`config.mk`:
```
export PLATFORM = sky130hd
export DESIGN_NAME = sssc_scan_seq
export DESIGN_NICKNAME = d
export VERILOG_FILES = /design/src/pkg/sssc_pkg.sv /design/src/verilog/sssc_crc16.sv /design/src/verilog/sssc_scan_seq.sv
export SDC_FILE = /design/constraint.sdc
export NUM_CORES = 1
export LEC_CHECK = 0
export ABC_CLOCK_PERIOD_IN_PS = 9900
export BUFFER_PORTS_ARGS = -buffer_cell sky130_fd_sc_hd__buf_2
export CORE_AREA = 2 2 210 212
export CTS_BUF_LIST = sky130_fd_sc_hd__clkbuf_4 sky130_fd_sc_hd__clkbuf_8 sky130_fd_sc_hd__clkbuf_16
export DETAILED_ROUTE_END_ITERATION = 7
export DIE_AREA = 0 0 212 214
export MAX_ROUTING_LAYER = met4
export SYNTH_ARGS = -nofsm -noshare
export SYNTH_HDL_FRONTEND = slang
export SYNTH_SLANG_ARGS = --single-unit
```
`constraint.sdc`:
```
create_clock -name ref_clk -period 9.9 [get_ports ref_clk]
set_input_delay 1.98 -clock ref_clk [delete_from_list [all_inputs] [get_ports ref_clk]]
set_output_delay 1.98 -clock ref_clk [all_outputs]
set_load 0.005 [all_outputs]
```
`src/pkg/sssc_pkg.sv`:
```
package sssc_pkg;

    // Clock and array sizes
    localparam int CLK_MHZ = 40;
    localparam int NUM_IN = 24;
    localparam int IDX_W = 5;
    localparam int WC_W = 3;
    localparam int CNT_W = 28;

    // Configuration block covered by the checksum
    localparam logic [7:0] CFG_FIRST_ADDR = 8'h1a;
    localparam logic [7:0] CFG_LAST_ADDR = 8'h24;
    localparam int NUM_CFG = int'(CFG_LAST_ADDR) - int'(CFG_FIRST_ADDR) + 1;
    localparam int CFG_W = 24;
    localparam int CFG_IDX_W = 4;
    localparam int CFG_BIT_W = 5;
    localparam int CRC_TRIG_POS = 1;
    localparam int CRC_CYCLES = NUM_CFG * CFG_W + 1;

    typedef logic [NUM_CFG-1:0][CFG_W-1:0] sssc_cfg_arr_t;

    // Ones mark implemented bits; zeros are reserved and fed as zero
    localparam sssc_cfg_arr_t CFG_USED_MASK = {NUM_CFG{24'hffffff}};

    // Checksum engine
    localparam logic [15:0] CRC_POLY = 16'h1021;
    localparam logic [15:0] CRC_SEED = 16'hffff;
    localparam logic [15:0] CRC_XOR = 16'h0000;

    // Wetting current codes
    localparam logic [WC_W-1:0] WC_0MA = 3'h0;
    localparam logic [WC_W-1:0] WC_1MA = 3'h1;
    localparam logic [WC_W-1:0] WC_2MA = 3'h2;
    localparam logic [WC_W-1:0] WC_5MA = 3'h3;
    localparam logic [WC_W-1:0] WC_10MA = 3'h4;
    localparam logic [WC_W-1:0] WC_15MA = 3'h5;

    // Timing
    localparam int ON_BASE_US = 64;
    localparam int PERIOD_BASE_MS = 2;
    localparam int STARTUP_US = 100;
    localparam int ON_FIELD_MAX = 5;
    localparam int PERIOD_FIELD_MAX = 11;
    localparam int DWELL_CYC = 4;
    localparam int ON_BASE_CYC = ON_BASE_US * CLK_MHZ;
    localparam int PERIOD_BASE_CYC = PERIOD_BASE_MS * 1000 * CLK_MHZ;
    localparam int STARTUP_CYC = STARTUP_US * CLK_MHZ;

    // Reset values
    localparam logic [NUM_IN-1:0] RST_SWITCH_STATUS = 24'h000000;
    localparam logic [15:0] RST_CRC_RESULT = 16'h0000;

    typedef enum logic [1:0] {
        S_IDLE = 2'b00,
        S_START = 2'b01,
        S_SCAN = 2'b10,
        S_WAIT = 2'b11
    } sssc_state_t;

    typedef struct packed {
        logic checksum_done_flag;
        logic switch_change_flag;
    } sssc_irq_stat_t;

endpackage

```
`src/verilog/sssc_crc16.sv`:
```
`timescale 1ns/100ps
module sssc_crc16 (
    // Clock and reset
    input wire logic ref_clk,
    input wire logic rst_b,
    // Bit stream
    input wire logic crc_clear,
    input wire logic crc_shift,
    input wire logic crc_din,
    // Result
    output logic [15:0] crc_value
);
    import sssc_pkg::*;

    logic [15:0] crc_reg;
    logic [15:0] crc_next;
    logic feedback;

    // MSB first, no reflection
    always_comb begin
        feedback = crc_reg[15] ^ crc_din;
        crc_next = crc_reg;
        if (crc_clear) begin
            crc_next = CRC_SEED;
        end else if (crc_shift) begin
            crc_next = {crc_reg[14:0], 1'b0} ^ (feedback ? CRC_POLY : 16'h0000);
        end
    end

    always_ff @(posedge ref_clk or negedge rst_b) begin
        if (!rst_b) begin
            crc_reg <= CRC_SEED;
        end else begin
            crc_reg <= crc_next;
        end
    end

    assign crc_value = crc_reg ^ CRC_XOR;

endmodule

```
`src/verilog/sssc_scan_seq.sv`:
```
`timescale 1ns/100ps
// How it works
// RQ1 - Checksum is CRC-16, polynomial 1021h, seed FFFFh, unreflected, no final XOR.
// RQ2 - Checksum covers configuration registers 1Ah through 24h inclusive.
// RQ3 - Reserved configuration bits are fed to the checksum as zero.
// RQ4 - Writing one to the trigger bit starts it; bit clears when done.
// RQ5 - The trigger bit is fed as one during the calculation.
// RQ6 - On completion result is stored, done flag set, interrupt issued; code sets the done flag only when its enable bit is set.
// RQ7 - Done interrupt suppressed when its enable bit is clear.
// RQ8 - Host must not write configuration while the checksum runs.
// RQ9 - Continuous mode holds current on, samples inputs 0 to 23 in turn.
// RQ10 - Per-input wetting current selectable: 0, 1, 2, 5, 10, 15 mA.
// RQ11 - Continuous mode waits the startup delay before current and sampling.
// RQ12 - First-cycle sample results are stored as the default switch state.
// RQ13 - First cycle always interrupts; later cycles only on change.
// RQ14 - Reading interrupt status clears it and releases the interrupt pin.
// RQ15 - 0 mA inputs get no current but are still monitored.
// RQ16 - Polling starts when the main trigger bit is set.
// RQ17 - Polling pulses current one input at a time, 0 to 23.
// RQ18 - Polling on-time per input is 64 us to 2048 us.
// RQ19 - Polling samples each input when its on-time ends.
// RQ20 - Polling repeats with a period from 2 ms to 4096 ms.
// RQ21 - Changes that revert between samples cause nothing.
// RQ22 - Polling change interrupts only for inputs with interrupt enabled.
// RQ23 - Checksum feeds registers ascending, MSB first, one bit per clock.
module sssc_scan_seq #(
    parameter int ON_BASE_CYCLES = sssc_pkg::ON_BASE_CYC,
    parameter int PERIOD_BASE_CYCLES = sssc_pkg::PERIOD_BASE_CYC
) (
    // Clock and reset
    input wire logic ref_clk,
    input wire logic rst_b,
    // Scan configuration
    input wire logic scan_trigger,
    input wire logic poll_mode,
    input wire logic [2:0] poll_on_time_field,
    input wire logic [3:0] poll_period_field,
    input wire logic [sssc_pkg::NUM_IN-1:0] input_enable,
    input wire logic [35:0] wetting_current_config0,
    input wire logic [35:0] wetting_current_config1,
    input wire logic [sssc_pkg::NUM_IN-1:0] switch_irq_enable,
    input wire logic checksum_done_irq_enable,
    // Comparator
    input wire logic comp_out,
    output logic [sssc_pkg::IDX_W-1:0] comp_sel,
    output logic comp_sample,
    // Wetting current drive
    output logic [sssc_pkg::NUM_IN-1:0] wet_on,
    output logic [sssc_pkg::NUM_IN-1:0][sssc_pkg::WC_W-1:0] wet_code,
    // Switch and interrupt status
    output logic [sssc_pkg::NUM_IN-1:0] comparator_switch_status,
    output sssc_pkg::sssc_irq_stat_t interrupt_status,
    output logic spi_status_ssc,
    output logic interrupt_request_pin_b,
    input wire logic int_stat_read,
    // Checksum
    input wire logic checksum_trigger_wr,
    input wire sssc_pkg::sssc_cfg_arr_t config_regs,
    output logic checksum_trigger_bit,
    output logic checksum_busy,
    output logic [15:0] checksum_result
);
    import sssc_pkg::*;

    localparam logic [IDX_W-1:0] LAST_IDX = IDX_W'(NUM_IN - 1);

    // Comparator synchroniser
    logic comp_meta_reg;
    logic comp_sync_reg;

    always_ff @(posedge ref_clk or negedge rst_b) begin
        if (!rst_b) begin
            comp_meta_reg <= 1'b0;
            comp_sync_reg <= 1'b0;
        end else begin
            comp_meta_reg <= comp_out;
            comp_sync_reg <= comp_meta_reg;
        end
    end

    // Scan sequencer
    sssc_state_t state_reg, state_next;
    logic [IDX_W-1:0] idx_reg, idx_next;
    logic [CNT_W-1:0] cnt_reg, cnt_next;
    logic [CNT_W-1:0] per_reg, per_next;
    logic first_reg, first_next;
    logic [NUM_IN-1:0] status_reg, status_next;
    logic sample_evt;
    logic ssc_set;
    logic [2:0] on_field;
    logic [3:0] per_field;
    logic [CNT_W-1:0] on_cyc;
    logic [CNT_W-1:0] period_cyc;
    logic [CNT_W-1:0] dwell_cyc;

    // Out-of-range fields saturate so counts never overflow
    always_comb begin
        on_field = (int'(poll_on_time_field) > ON_FIELD_MAX) ?
            3'(ON_FIELD_MAX) : poll_on_time_field;
        per_field = (int'(poll_period_field) > PERIOD_FIELD_MAX) ?
            4'(PERIOD_FIELD_MAX) : poll_period_field;
        on_cyc = CNT_W'(ON_BASE_CYCLES) << on_field; // RQ18
        period_cyc = CNT_W'(PERIOD_BASE_CYCLES) << per_field; // RQ20
        dwell_cyc = poll_mode ? on_cyc : CNT_W'(DWELL_CYC);
    end

    always_comb begin
        state_next = state_reg;
        idx_next = idx_reg;
        cnt_next = cnt_reg;
        per_next = per_reg;
        first_next = first_reg;
        status_next = status_reg;
        sample_evt = 1'b0;
        ssc_set = 1'b0;
        unique case (state_reg)
            S_IDLE: begin
                if (scan_trigger) begin // RQ16
                    first_next = 1'b1;
                    idx_next = '0;
                    cnt_next = '0;
                    per_next = '0;
                    state_next = poll_mode ? S_SCAN : S_START;
                end
            end
            S_START: begin
                if (cnt_reg == CNT_W'(STARTUP_CYC - 1)) begin // RQ11
                    cnt_next = '0;
                    per_next = '0;
                    state_next = S_SCAN;
                end else begin
                    cnt_next = cnt_reg + 1'b1;
                end
            end
            S_SCAN: begin
                per_next = per_reg + 1'b1;
                // Disabled inputs are skipped in a single cycle
                if (!input_enable[idx_reg] ||
                    cnt_reg >= dwell_cyc - 1'b1) begin
                    if (input_enable[idx_reg]) begin
                        sample_evt = 1'b1; // RQ19
                        if (first_reg) begin
                            status_next[idx_reg] = comp_sync_reg; // RQ12
                        end else if (comp_sync_reg != status_reg[idx_reg]) begin
                            status_next[idx_reg] = comp_sync_reg; // RQ21
                            ssc_set = switch_irq_enable[idx_reg]; // RQ22
                        end
                    end
                    cnt_next = '0;
                    if (idx_reg == LAST_IDX) begin
                        state_next = S_WAIT;
                        first_next = 1'b0;
                        if (first_reg) begin
                            ssc_set = 1'b1; // RQ13
                        end
                    end else begin
                        idx_next = idx_reg + 1'b1; // RQ9 RQ17
                    end
                end else begin
                    cnt_next = cnt_reg + 1'b1;
                end
            end
            S_WAIT: begin
                // A scan longer than the period restarts at once
                if (per_reg >= period_cyc - 1'b1) begin // RQ20
                    per_next = '0;
                    idx_next = '0;
                    state_next = S_SCAN;
                end else begin
                    per_next = per_reg + 1'b1;
                end
            end
            default: begin
                state_next = S_IDLE;
            end
        endcase
        if (!scan_trigger) begin
            state_next = S_IDLE;
            first_next = 1'b1;
            cnt_next = '0;
        end
    end

    always_ff @(posedge ref_clk or negedge rst_b) begin
        if (!rst_b) begin
            state_reg <= S_IDLE;
            idx_reg <= '0;
            cnt_reg <= '0;
            per_reg <= '0;
            first_reg <= 1'b1;
            status_reg <= RST_SWITCH_STATUS;
        end else begin
            state_reg <= state_next;
            idx_reg <= idx_next;
            cnt_reg <= cnt_next;
            per_reg <= per_next;
            first_reg <= first_next;
            status_reg <= status_next;
        end
    end

    // Wetting current per input
    logic [NUM_IN-1:0] zero_ma;
    logic [NUM_IN-1:0] wet_on_next;
    logic [NUM_IN-1:0][WC_W-1:0] code;
    logic [NUM_IN-1:0][WC_W-1:0] wet_code_next;
    logic [NUM_IN-1:0] wet_on_reg;
    logic [NUM_IN-1:0][WC_W-1:0] wet_code_reg;
    logic [IDX_W-1:0] comp_sel_reg;
    logic comp_sample_reg;

    for (genvar gi = 0; gi < NUM_IN; gi++) begin : g_in
        if (gi < NUM_IN / 2) begin : g_lo
            assign code[gi] = wetting_current_config0[WC_W*gi +: WC_W];
        end else begin : g_hi
            assign code[gi] =
                wetting_current_config1[WC_W*(gi-NUM_IN/2) +: WC_W];
        end
        // Unused codes drive nothing
        assign zero_ma[gi] = (code[gi] == WC_0MA) || (code[gi] > WC_15MA);
        assign wet_on_next[gi] = input_enable[gi] && !zero_ma[gi] && // RQ15
            (poll_mode ?
                (state_next == S_SCAN && idx_next == IDX_W'(gi)) : // RQ17
                (state_next == S_SCAN || state_next == S_WAIT)); // RQ9
        assign wet_code_next[gi] = wet_on_next[gi] ? code[gi] : WC_0MA; // RQ10
    end

    always_ff @(posedge ref_clk or negedge rst_b) begin
        if (!rst_b) begin
            wet_on_reg <= '0;
            wet_code_reg <= '0;
            comp_sel_reg <= '0;
            comp_sample_reg <= 1'b0;
        end else begin
            wet_on_reg <= wet_on_next;
            wet_code_reg <= wet_code_next;
            comp_sel_reg <= idx_next;
            comp_sample_reg <= sample_evt;
        end
    end

    // Checksum sequencer
    logic crc_busy_reg, crc_busy_next;
    logic crc_fin_reg, crc_fin_next;
    logic trig_bit_reg, trig_bit_next;
    logic [CFG_IDX_W-1:0] crc_ri_reg, crc_ri_next;
    logic [CFG_BIT_W-1:0] crc_bi_reg, crc_bi_next;
    logic [15:0] result_reg, result_next;
    logic [15:0] crc_value;
    logic [CFG_W-1:0] crc_word;
    logic crc_clear;
    logic crc_shift;
    logic crc_set;

    always_comb begin
        crc_busy_next = crc_busy_reg;
        crc_fin_next = crc_fin_reg;
        trig_bit_next = trig_bit_reg;
        crc_ri_next = crc_ri_reg;
        crc_bi_next = crc_bi_reg;
        result_next = result_reg;
        crc_clear = 1'b0;
        crc_shift = 1'b0;
        crc_set = 1'b0;
        crc_word = config_regs[crc_ri_reg] & CFG_USED_MASK[crc_ri_reg]; // RQ3
        if (crc_ri_reg == '0) begin
            crc_word[CRC_TRIG_POS] = 1'b1; // RQ5
        end
        if (crc_fin_reg) begin
            result_next = crc_value; // RQ6
            trig_bit_next = 1'b0; // RQ4
            crc_busy_next = 1'b0;
            crc_fin_next = 1'b0;
            crc_set = checksum_done_irq_enable; // RQ7
        end else if (crc_busy_reg) begin
            crc_shift = 1'b1; // RQ23
            if (crc_bi_reg == '0) begin
                crc_bi_next = CFG_BIT_W'(CFG_W - 1);
                if (crc_ri_reg == CFG_IDX_W'(NUM_CFG - 1)) begin // RQ2
                    crc_fin_next = 1'b1;
                end else begin
                    crc_ri_next = crc_ri_reg + 1'b1;
                end
            end else begin
                crc_bi_next = crc_bi_reg - 1'b1;
            end
        end else if (checksum_trigger_wr) begin // RQ4
            crc_busy_next = 1'b1;
            trig_bit_next = 1'b1;
            crc_ri_next = '0;
            crc_bi_next = CFG_BIT_W'(CFG_W - 1);
            crc_clear = 1'b1; // RQ1
        end
    end

    always_ff @(posedge ref_clk or negedge rst_b) begin
        if (!rst_b) begin
            crc_busy_reg <= 1'b0;
            crc_fin_reg <= 1'b0;
            trig_bit_reg <= 1'b0;
            crc_ri_reg <= '0;
            crc_bi_reg <= '0;
            result_reg <= RST_CRC_RESULT;
        end else begin
            crc_busy_reg <= crc_busy_next;
            crc_fin_reg <= crc_fin_next;
            trig_bit_reg <= trig_bit_next;
            crc_ri_reg <= crc_ri_next;
            crc_bi_reg <= crc_bi_next;
            result_reg <= result_next;
        end
    end

    sssc_crc16 u_crc (
        .ref_clk(ref_clk),
        .rst_b(rst_b),
        .crc_clear(crc_clear),
        .crc_shift(crc_shift),
        .crc_din(crc_word[crc_bi_reg]),
        .crc_value(crc_value)
    );

    // Interrupt status; a set in the read cycle survives the clear
    sssc_irq_stat_t stat_reg, stat_next;
    logic irq_b_reg, irq_b_next;
    logic ssc_flag_reg;

    always_comb begin
        stat_next = int_stat_read ? '0 : stat_reg; // RQ14
        if (ssc_set) begin
            stat_next.switch_change_flag = 1'b1; // RQ13
        end
        if (crc_set) begin
            stat_next.checksum_done_flag = 1'b1; // RQ6
        end
        irq_b_next = !(stat_next.switch_change_flag ||
            stat_next.checksum_done_flag);
    end

    always_ff @(posedge ref_clk or negedge rst_b) begin
        if (!rst_b) begin
            stat_reg <= '0;
            irq_b_reg <= 1'b1;
            ssc_flag_reg <= 1'b0;
        end else begin
            stat_reg <= stat_next;
            irq_b_reg <= irq_b_next;
            ssc_flag_reg <= stat_next.switch_change_flag;
        end
    end

    assign comp_sel = comp_sel_reg;
    assign comp_sample = comp_sample_reg;
    assign wet_on = wet_on_reg;
    assign wet_code = wet_code_reg;
    assign comparator_switch_status = status_reg;
    assign interrupt_status = stat_reg;
    assign spi_status_ssc = ssc_flag_reg;
    assign interrupt_request_pin_b = irq_b_reg;
    assign checksum_trigger_bit = trig_bit_reg;
    assign checksum_busy = crc_busy_reg;
    assign checksum_result = result_reg;

    // Checks
    logic [9:0] crc_len_reg;

    always_ff @(posedge ref_clk or negedge rst_b) begin
        if (!rst_b) begin
            crc_len_reg <= '0;
        end else begin
            crc_len_reg <= crc_busy_reg ? crc_len_reg + 1'b1 : 10'h000;
        end
    end
endmodule

```
# ---- After elaboration in Yosys (flattened, before gate mapping)
# Memories as Yosys holds them, arrays and structs flattened.
# Index checks and enable logic that the tools add are counted.
dict set report classes {
  n_addsub 7
  order_cmp 32
  eq_ne 41
  shifts 2
  muxes 130
  n_bitwise 4
  n_reduce_logical 164
}
# op count
set ops {}
lappend ops {{$mux 28} 7}
lappend ops {{$pmux 28 s4} 1}
lappend ops {{$bmux 24 s4} 1}
lappend ops {{$mux 24} 4}
lappend ops {{$pmux 28 s3} 1}
lappend ops {{$gt 3x3->1 const B} 25}
lappend ops {{$mux 3} 25}
lappend ops {{$logic_and 1x1->1} 73}
lappend ops {{$logic_not 3->1} 24}
lappend ops {{$mux 1} 60}
lappend ops {{$add 28x1->28 const B} 2}
lappend ops {{$ge 28x28->1} 2}
lappend ops {{$sub 28x1->28 const B} 2}
lappend ops {{$eq 5x5->1 const B} 9}
lappend ops {{$eq 5x4->1 const B} 8}
lappend ops {{$mux 5} 7}
lappend ops {{$mux 16} 2}
lappend ops {{$eq 28x12->1 const B} 1}
lappend ops {{$shl 12x3->28 const A} 1}
lappend ops {{$shl 17x4->28 const A} 1}
lappend ops {{$logic_or 1x1->1} 27}
lappend ops {{$logic_not 1->1} 26}
lappend ops {{$and 24x24->24} 1}
lappend ops {{$bwmux 24} 1}
lappend ops {{37 further kinds} 69}
dict set report word_totals {
  regBits 234
  romBits 384
  output_inout_bits 148
  wordCells 425
  mem_count 1
}
# memory depth word_bits read_ports rd_ports_with_merged_regs wr line
set memory_table {}
lappend memory_table {{(no name shown)} 16 24 1 0 0 sssc_scan_seq.sv:265} ;# crc_word = config_regs[crc_ri_reg] & CFG_USED_MASK[crc_ri_reg];

# ---- Depth between registers and ports, before layout
# Gate-level depths: netlist (run 1).
dict set report depth {
  ltp_word 15
  depth_mapped 27
}

# ---- By module
# A second synthesis (run 1) with hierarchy kept.
dict set report hier_totals {
  cells_unflattened 1523
  hier_area_um2 15222.1
}
# module instances cells_per_inst area_per_inst_um2 seq_area_each_um2
set modules_own_cells {}
lappend modules_own_cells {sssc_scan_seq 1 1467 14481.4 5457.7}
lappend modules_own_cells {sssc_crc16 1 56 740.7 420.4}

# ---- Least setup slack after synthesis (run 1)
# No wires, ideal clock.
dict set report synth_path {
  path_kind {input-to-reg}
  start {input port poll_period_field[3]}
  end {register wet_code_reg, in the netlist wet_code[56]}
  setup_ns 0.089
  arrival_ns 7.059
  slack_ns 2.752
  stages 23
  path_buffers 4
  cell_sequence {clkbuf_1 clkbuf_1 clkbuf_1 a21o_1 inv_1 ha_1 clkbuf_1 nand2_1 ha_1 o21ai_0 or4_1 nor3_1 xor2_1 ha_1 nand4_1 nor4_1 a21oi_1 and3_1 a21oi_1 a31oi_1 a2111oi_2 o221ai_1 nor3b_1}
}
# element line
set synth_rtl {}
lappend synth_rtl {{start, declared} sssc_scan_seq.sv:37} ;# input wire logic [3:0] poll_period_field,
lappend synth_rtl {{end signal, assigned} sssc_scan_seq.sv:236} ;# wet_code_reg <= wet_code_next;
lappend synth_rtl {{end, declared} sssc_scan_seq.sv:208} ;# logic [NUM_IN-1:0][WC_W-1:0] wet_code_reg;

==> out/qor.txt, run 1 <==
Status - finished clean
Worst EP required - 10320 ps
Avg Inst Size Synth - 9.893 um2
CP endpoint kind - flop
VDD IR-drop max - 0.1344 mV
Largest cells by area after synthesis - dfrtp_1 (36%), mux4_2 (9.3%), ha_1 (5.5%), mux2_2 (4.6%), nand2_1 (4.5%)
Post-Synth Simple-Gate Area - 19.23%
Synthesis Warnings - 0
Synth Area in Compound Gates - 14.58%
Deepest clock path buffer count - 3
Predominant post-synthesis flop cell - dfrtp_1
Die ar. - 0.04537 mm2
Cell Area, Synth - 0.01522 mm2
DRC viols - 0
# port buffers - 546
TNS Setup - 0 ps
Starting density of the core - 35.48%
Clock skew - 16.91 ps
Vias - 14640
Cts repair resizes - 0
Total Nets Final - 2523
Critical path class - in -> reg
# Post-CTS Setup Buffers - 0
Gpl congestion - 1.076
Num CTS Buffers - 25
# IOs - 547
FFs w/ async S/R, synth - 100.0%
Avg WL per Cell - 22.63 um
Area Growth Syn to Fin - 27.28%
Core Util, Final - 45.16%
Slew @ Worst Pin - 1074 ps
Share of cells above drive strength 1 - 37.25%
Post-Synth Adder-Cell Area - 5.509%
Initial antenna violation count - 13
Register Area - 0.005883 mm2
Cell family with most CP delay - compound AO/OA/AOI/OAI gates
Worst-path clk slew - 60 ps
Core Rows - 76
Post-synthesis sequential area ratio - 38.63%
Top cell type's share of synthesized area - 35.52%
Post-DP HPWL - 48.38 mm
Worst r2r dst - wet_code[50]
Filler cell count - 4165
Final hold vios - 0
Vias/cell - 5.488
Number of DRC markers in iteration 0 - 1088
RSZ-0062 raised after global routing - no
Clk sinks - 234
Vias in the first global route - 14360
Top fanout value on the critical path - 30
Root buf cell - clkbuf_16
HP Start - comp_meta_reg
Main combinational cell family by area after synthesis - simple AND/OR/NAND/NOR gates
Reg2Reg Depth - 10
Post-synth EDFFs - 0
Largest net degree at the start of global routing - 107
Fin crit share - 73.86%
Top-count cell post-synth - dfrtp_1
Slew HR - 28.30%
Max reg flops - 72
Tmin final - 7312 ps
XOR/XNOR Fraction of Synth Area - 2.360%
Largest area contributor in the netlist - dfrtp_1
Maximum clock rate - 0.1368 GHz
Max_cap viols - 0
Critical path cell sequence - buf_2, a21o_1, inv_1, ha_1, nor2_1, nor2_1, nor2_1, nor2_1, nor2_1, nand2_1, nor3b_1, o211ai_1, xnor2_1, ha_1, nand4_1, nor4_1, a21oi_1, and3_1, a21oi_1, a31oi_1, a2111oi_2, a21oi_1, nor4bb_1
Drt first pass iters - 5
First-pass GRT wire length - 90.76 mm
Max incr delay on CP - 710 ps
Core Area - 0.04289 mm2
Hold Path End - comp_sync_reg
Synth top cells by count - dfrtp_1 (216), nand2_1 (183), nor2_1 (139)
Gr usage total - 26.96%
Depth of the CTS H-tree - 1
Final setup viols - 0
Post-synth cell types - 93
Multiplexer area fraction after synthesis - 16.53%
Max Slew Vio Count - 0
Total wire length - 60.35 mm
Chip Height - 214 um
Setup crit start kind - primary input
Area of the multi-input gates - 0.008902 mm2
FF-to-FF setup slack - 5570 ps
Worst reg2reg startpoint - comp_sel[0]
Pwr dens - 188.0 mW/mm2
HP Class - reg -> reg
Global route overflow - 0
Clk_lat worst skew - 540 ps
ANT nets after route - 0
Worst path bufs/invs - 2
CTS Hold Buffers Added - 0
Critical Path Slowest Stage Cell - a2111oi_2
CTS tree - built
Hold path cells - 0
Cell count after synthesis - 1538
Die width - 212 um
CP most frequent cell - nor2_1
Pleak - 9.334 nW
Worst EP arrival - 7730 ps
Number of synthesized register bits - 234
[logic make-up after synthesis]
logic type	after synthesis
xor+xnor	41
flops	234
compound gates	324
simple gates	598
buf+inv	110
fa+ha+maj	67
other cells	1
mux	163
[through the flow]
step	std cells	hold WS [ps]	cell area, um2	worst slack, ps	power, W
finish	2667	349.5	19370	2588	0.003641
global route	2667	365.1	19370	1937	0.003852
CTS	2660	353.5	19350	2694	0.003670
detailed placement	2615	340.3	18490	2173	0.002678
global placement	2615	332.5	18490	2305	0.002662
floorplan	1548	331.2	15250	2752	0.002199
[where the power goes]
group	internal [W]	total [W]	switching, W	leakage (nW)
clock	0.000587	0.000982	0.000395	0.427
combinational	0.000649	0.00144	0.000788	5.75
sequential	0.00108	0.00122	0.000143	3.16
[worst max-delay path by stage]
stage / from / endpoint / cells after the start
6_report: poll_period_field[3] / wet_code[50] / 23
5_1_grt: poll_period_field[3] / wet_code[55] / 22
4_1_cts: poll_period_field[3] / wet_code[50] / 22
3_5_place_dp: poll_period_field[3] / wet_code[50] / 22
3_3_place_gp: poll_period_field[3] / wet_on[18] / 19
2_1_floorplan: poll_period_field[3] / wet_code[56] / 23
[placed cells by master (no fill, tap or decap), types with 6 or more instances in the layout]
master and count:
buf_2 545, dfrtp_1 214, nand2_1 183, nor2_1 138, o21ai_0 90, nor3_1 80
a21oi_1 67, ha_1 67, mux4_2 63, mux2_2 62, nand3_1 47, mux2i_1 36
inv_1 30, xor2_1 25, clkbuf_16 25, a31oi_1 21, nor4bb_1 19, dfstp_2 18
nand4_1 17, nand2b_1 16, xnor2_1 16, o31ai_1 16, a22oi_1 16, and3_1 16
buf_4 14, nor2b_1 13, o22a_1 13, o221ai_1 13, nor4b_1 11, conb_1 11
or3_1 10, a21o_1 9, nor4_1 9, and2_1 9, diode_2 7, and4_1 7
clkbuf_8 7, o22ai_1 6, a221oi_1 6, clkbuf_4 6
[metal layers]
layer | vias to the layer above | track usage [%] | share of wire, %
li1 | 6792 | - | -
met1 | 7287 | 37.73 | 46
met2 | 499 | 42.54 | 48
met3 | 58 | 3.079 | 4.9
met4 | 0 | 4.836 | 1.4
met5 | - | - | 0
[layout make-up]
| cell class | instances | area share [%] |
|---|---|---|
| inverter | 32 | 0.6202 |
| clock inverter | 7 | 0.5039 |
| antenna | 7 | 0.09045 |
| sequential | 234 | 30.38 |
| multi-input combinational | 1204 | 45.97 |
| tap | 585 | 3.779 |
| timing repair buffer | 560 | 14.70 |
| clock buffer | 38 | 3.960 |
Power figures use the tool's default switching activity.
==> inputs of run 2 (changes only) <==
--- a/config.mk
+++ b/config.mk
@@ -5,12 +5,13 @@
 export SDC_FILE = /design/constraint.sdc
 export NUM_CORES = 1
 export LEC_CHECK = 0
-export ABC_CLOCK_PERIOD_IN_PS = 9900
+export ABC_AREA = 1
+export ABC_CLOCK_PERIOD_IN_PS = 6900
 export BUFFER_PORTS_ARGS = -buffer_cell sky130_fd_sc_hd__buf_2
-export CORE_AREA = 2 2 210 212
+export CORE_AREA = 2 2 215 217
 export CTS_BUF_LIST = sky130_fd_sc_hd__clkbuf_4 sky130_fd_sc_hd__clkbuf_8 sky130_fd_sc_hd__clkbuf_16
 export DETAILED_ROUTE_END_ITERATION = 7
-export DIE_AREA = 0 0 212 214
+export DIE_AREA = 0 0 217 219
 export MAX_ROUTING_LAYER = met4
 export SYNTH_ARGS = -nofsm -noshare
 export SYNTH_HDL_FRONTEND = slang
==> constraint.sdc (replaced) <==
create_clock -name ref_clk -period 6.9 [get_ports ref_clk]
set_input_delay 1.38 -clock ref_clk [delete_from_list [all_inputs] [get_ports ref_clk]]
set_output_delay 1.38 -clock ref_clk [all_outputs]
set_load 0.005 [all_outputs]
==> out/qor.txt, run 2 <==
Maximum clock rate - 0.1869 GHz
Top cell type's share of synthesized area - 34.13%
Starting density of the core - 35.12%
Final hold vios - 0
# port buffers - 546
Deepest clock path buffer count - 3
Pleak - 11.05 nW
Post-synth EDFFs - 0
Post-synthesis sequential area ratio - 37.12%
First-pass GRT wire length - 94.47 mm
FFs w/ async S/R, synth - 100.0%
Metal3 WL - 4.051 mm
Worst-path clk slew - 70 ps
Clk_lat worst skew - 580 ps
Status - finished clean
Gr usage total - 26.09%
Max reg flops - 72
Share of cells above drive strength 1 - 25.02%
Largest area contributor in the netlist - dfrtp_1
Core Area - 0.04509 mm2
Top fanout value on the critical path - 15
HP Class - reg -> reg
Slew HR - 24.96%
Top sig layer - met4
Synth top cells by count - nand2_1 (550), inv_1 (301), nor2_1 (272)
Vias - 17240
Critical Path Slowest Stage Cell - nand4_1
Die width - 217 um
Tmin final - 5350 ps
Max incr delay on CP - 340 ps
FF-to-FF setup slack - 3220 ps
Top-count cell post-synth - nand2_1
VDD IR-drop max - 0.2485 mV
Hold_ws - 371.3 ps
# Post-CTS Setup Buffers - 0
Number of DRC markers in iteration 0 - 1241
Avg WL per Cell - 18.12 um
ANT nets after route - 0
DRC viols - 0
Chip Height - 219 um
RSZ-0062 raised after global routing - no
# IOs - 547
Pwr dens - 279.0 mW/mm2
Critical path class - in -> reg
Most frequent cells in the layout - nand2_1 (550), buf_2 (545), inv_1 (300)
Max_cap viols - 0
Commonest non-fill, non-tap cell in the layout - nand2_1
Predominant post-synthesis flop cell - dfrtp_1
Depth of the CTS H-tree - 1
Cts repair resizes - 0
Core Rows - 78
Number of synthesized register bits - 234
Largest net degree at the start of global routing - 123
TNS Setup - 0 ps
Clock skew - 37.72 ps
Num CTS Buffers - 26
Root buf cell - clkbuf_16
Worst EP arrival - 5850 ps
Clk sinks - 234
Cell count after synthesis - 2282
Initial antenna violation count - 9
Gpl congestion - 1.000
Avg Inst Size Synth - 6.940 um2
CP most frequent cell - nand2_1
Vias in the first global route - 16890
Die ar. - 0.04752 mm2
Max Slew Vio Count - 0
CTS tree - built
CP endpoint kind - flop
CTS Hold Buffers Added - 0
Total wire length - 62.05 mm
Total Nets Final - 3260
Largest cells by area after synthesis - dfrtp_1 (34%), nand2_1 (13%), inv_1 (7.1%), nor2_1 (6.4%), nand3_1 (6.2%)
Met2 WL - 28.87 mm
Synthesis Warnings - 0
Global route overflow - 0
Post-synth cell types - 52
Area Growth Syn to Fin - 26.67%
Setup crit start kind - primary input
Drt first pass iters - 7
Fin crit share - 77.54%
Cell Area, Synth - 0.01584 mm2
Vias/cell - 5.034
Slew @ Worst Pin - 1121 ps
Post-DP HPWL - 48.36 mm
Met1 wire length - 27.45 mm
Final setup viols - 0
Worst EP required - 7400 ps
run 2: cell types whose count changed after synthesis, sizes merged, moves of 64 or more:
cell / before / now
nand2: 183 / 573
inv: 31 / 313
o21ai: 92 / 179
nand3: 47 / 199
mux4: 64 / 0
nor2: 139 / 291
run 2: through the flow:
stage	utilization [%]	total power (W)	std cells	cell area, um2	setup WS [ps]
2_1_floorplan	-	0.003250	2292	15870	2045
4_1_cts	44.44	0.005615	3414	20040	1613
5_1_grt	44.49	0.005992	3423	20060	963.0
6_report	44.49	0.005596	3424	20060	1550
3_5_place_dp	42.35	0.004077	3366	19090	1068
3_3_place_gp	42.35	0.004060	3366	19090	1167
run 2: final timing paths:
path,from,to,depth (start not counted)
setup / recovery,poll_period_field[3],wet_code[25],29
max in group asynchronous,rst_b,checksum_result[10],2
setup reg to reg,crc_ri_reg[0],u_crc.crc_value[0],16
min in group asynchronous,rst_b,wet_code[32],1
hold reg to reg,comp_meta_reg,comp_sync_reg,0
hold / removal,comp_meta_reg,comp_sync_reg,0
run 2: cell type report:
type,count,area (um2)
tap,600,750.7
antenna,10,25.02
inverter,317,1200
clock inverter,17,241.5
timing repair buffer,559,2853
clock buffer,31,700.7
multi-input combinational,1656,8411
fill,4746,25030
sequential,234,5879
run 2: kinds of logic (layout without fill, tap and decap cells):
logic type / after synthesis / count (layout) / synth area share (%)
adders and majority gates: 67 / 67 / 5.293
xor gates and xnor gates: 34 / 34 / 1.880
buffers and inverters: 402 / 924 / 10.01
and+or+nand+nor: 1153 / 1153 / 31.50
DFF: 234 / 234 / 37.12
AOI/OAI and AO/OA: 391 / 391 / 14.17
other: 1 / 21 / 0.02368
run 2: power by group:
part | internal, W | switching (W) | leakage (nW)
sequential | 0.00154 | 0.000111 | 3.13
combinational | 0.000770 | 0.00165 | 7.45
clock | 0.000918 | 0.000606 | 0.470
total | 0.00323 | 0.00237 | 11.0
run 2: metal layers:
layer  up-vias  track usage [%]
met4         0            7.352
met2       550            41.29
li1       8435                -
met5         -                -
met1      8157            34.25
met3        96            4.754
run 2: critical path: cells and delay by family:
| kind | cells | cell delay (ps) |
|---|---|---|
| compound gates | 5 | 1080 |
| fa+ha+maj | 2 | 520 |
| simple gates | 17 | 2190 |
| buf+inv | 4 | 470 |
| xor+xnor | 1 | 190 |
==> inputs of run 3 (changes only) <==
--- a/config.mk
+++ b/config.mk
@@ -6,7 +6,7 @@
 export NUM_CORES = 1
 export LEC_CHECK = 0
 export ABC_AREA = 1
-export ABC_CLOCK_PERIOD_IN_PS = 6900
+export ABC_CLOCK_PERIOD_IN_PS = 4500
 export BUFFER_PORTS_ARGS = -buffer_cell sky130_fd_sc_hd__buf_2
 export CORE_AREA = 2 2 215 217
 export CTS_BUF_LIST = sky130_fd_sc_hd__clkbuf_4 sky130_fd_sc_hd__clkbuf_8 sky130_fd_sc_hd__clkbuf_16
==> constraint.sdc (replaced) <==
create_clock -name ref_clk -period 4.5 [get_ports ref_clk]
set_input_delay 0.9 -clock ref_clk [delete_from_list [all_inputs] [get_ports ref_clk]]
set_output_delay 0.9 -clock ref_clk [all_outputs]
set_load 0.005 [all_outputs]
==> out/qor.txt, run 3 (synthesized netlist as in run 2, its figures left out) <==
Status - finished clean
Worst EP required - 4960 ps
Slew HR - 25.72%
Worst EP arrival - 4610 ps
Die ar. - 0.04752 mm2
Share of cells above drive strength 1 - 27.46%
ANT nets after route - 0
Max Slew Vio Count - 0
RSZ-0062 raised after global routing - yes
Grt met2 use - 42.93%
Die width - 217 um
Layer with the highest usage - met2
Overall Power - 0.008552 W
Gpl congestion - 1.026
Clk_lat worst skew - 540 ps
Commonest non-fill, non-tap cell in the layout - buf_2
Vias in the first global route - 17160
Critical Path Slowest Stage Cell - ha_1
Worst-path clk slew - 60 ps
Deepest clock path buffer count - 3
Drt first pass iters - 5
VDD IR-drop max - 0.3110 mV
Tmin final - 4147 ps
Setup ws final - 353.0 ps
Critical path class - in -> reg
Clock skew - 19.98 ps
Total wire length - 61.81 mm
Core Rows - 78
TNS Setup - 0 ps
Number of DRC markers in iteration 0 - 1166
Root buf cell - clkbuf_16
Num CTS Buffers - 27
Starting density of the core - 35.12%
Final hold vios - 0
Chip Height - 219 um
Pleak - 11.37 nW
Initial antenna violation count - 8
Setup WS pre-CTS - -411.8 ps
Hold_ws - 347.3 ps
Gr usage total - 25.98%
DP Area - 0.01959 mm2
Max_cap viols - 0
Total Nets Final - 3327
CP most frequent cell - nand2_1
Fin area - 0.02059 mm2
CTS tree - built
Vias - 17410
First-pass GRT wire length - 94.36 mm
Slew @ Worst Pin - 1110 ps
CTS Hold Buffers Added - 0
Core Area - 0.04509 mm2
Depth of the CTS H-tree - 1
CP endpoint kind - flop
Setup crit start kind - primary input
Fin crit share - 92.16%
GRT met3 Usage - 4.796%
Maximum clock rate - 0.2411 GHz
Most frequent cells in the layout - buf_2 (545), nand2_1 (542), inv_1 (299)
Post-DP HPWL - 48.62 mm
Avg WL per Cell - 17.72 um
Largest net degree at the start of global routing - 102
GR Util met1 - 32.80%
Max reg flops - 72
Max incr delay on CP - 260 ps
DRC viols - 0
Pwr dens - 415.3 mW/mm2
Top fanout value on the critical path - 4
# IOs - 547
Vias/cell - 4.989
Clk sinks - 234
Area Growth Syn to Fin - 30.03%
HP Class - reg -> reg
Global route overflow - 0
# port buffers - 546
Final setup viols - 0
## run 3: cell count changes in the layout (fill, tap and decap cells not counted), sizes merged
cell,change
buf,+66
clkbuf,+6
bufinv,-4
clkinv,-2
diode,-2
inv,+2
clkinvlp,-1
## run 3: report_power, final
part,total [W],internal [W],switching (W)
sequential,0.00253,0.00236,0.000173
clock,0.00218,0.00129,0.000898
combinational,0.00384,0.00127,0.00256
total,0.00855,0.00492,0.00364
## run 3: layer usage
metal  routed length, um  vias up
met3                4464       90
met4                1620        0
li1                    -     8587
met2               29480      572
met1               26240     8157
met5                   0        -
## run 3: timing repair
| item | 4_1_cts | 5_1_grt |
|---|---|---|
| gates resized for setup | 0 | 21 |
| setup buffers | 0 | 3 |
| setup endpoints to repair | 0 | 122 |
| endpoints found under the hold margin | 0 | 0 |
## run 3: worst paths after layout
kind / startpoint / end / slack (ps) / cells after the start
setup / recovery: poll_period_field[2] / wet_code[8] / 350 / 32
hold / removal: comp_meta_reg / comp_sync_reg / 350 / 0
setup reg to reg: crc_ri_reg[2] / u_crc.crc_value[5] / 1190 / 17
hold reg to reg: comp_meta_reg / comp_sync_reg / 350 / 0
max in group asynchronous: rst_b / u_crc.crc_value[5] / 3050 / 2
min in group asynchronous: rst_b / wet_code[18] / 380 / 1
## run 3: area by class of cell
cell class,count,area (um2)
fill,4744,24500
multi-input combinational,1656,8482
sequential,234,5879
timing repair buffer,625,3373
inverter,317,1200
clock buffer,37,788.3
tap,600,750.7
clock inverter,12,98.84
antenna,8,20.02
## run 3: metrics by stage
stage / util, % / cells
floorplan: - / 2292
global placement: 43.45 / 3429
detailed placement: 43.45 / 3429
CTS: 45.42 / 3478
global route: 45.67 / 3489
finish: 45.67 / 3489
## run 3: worst max-delay path: cells and delay by family
family                     cells  cell delay, ps
AOI/OAI and AO/OA              3             400
xor gates and xnor gates       1             190
adders and majority gates      2             470
buffers and inverters          7             760
and+or+nand+nor               19            1850
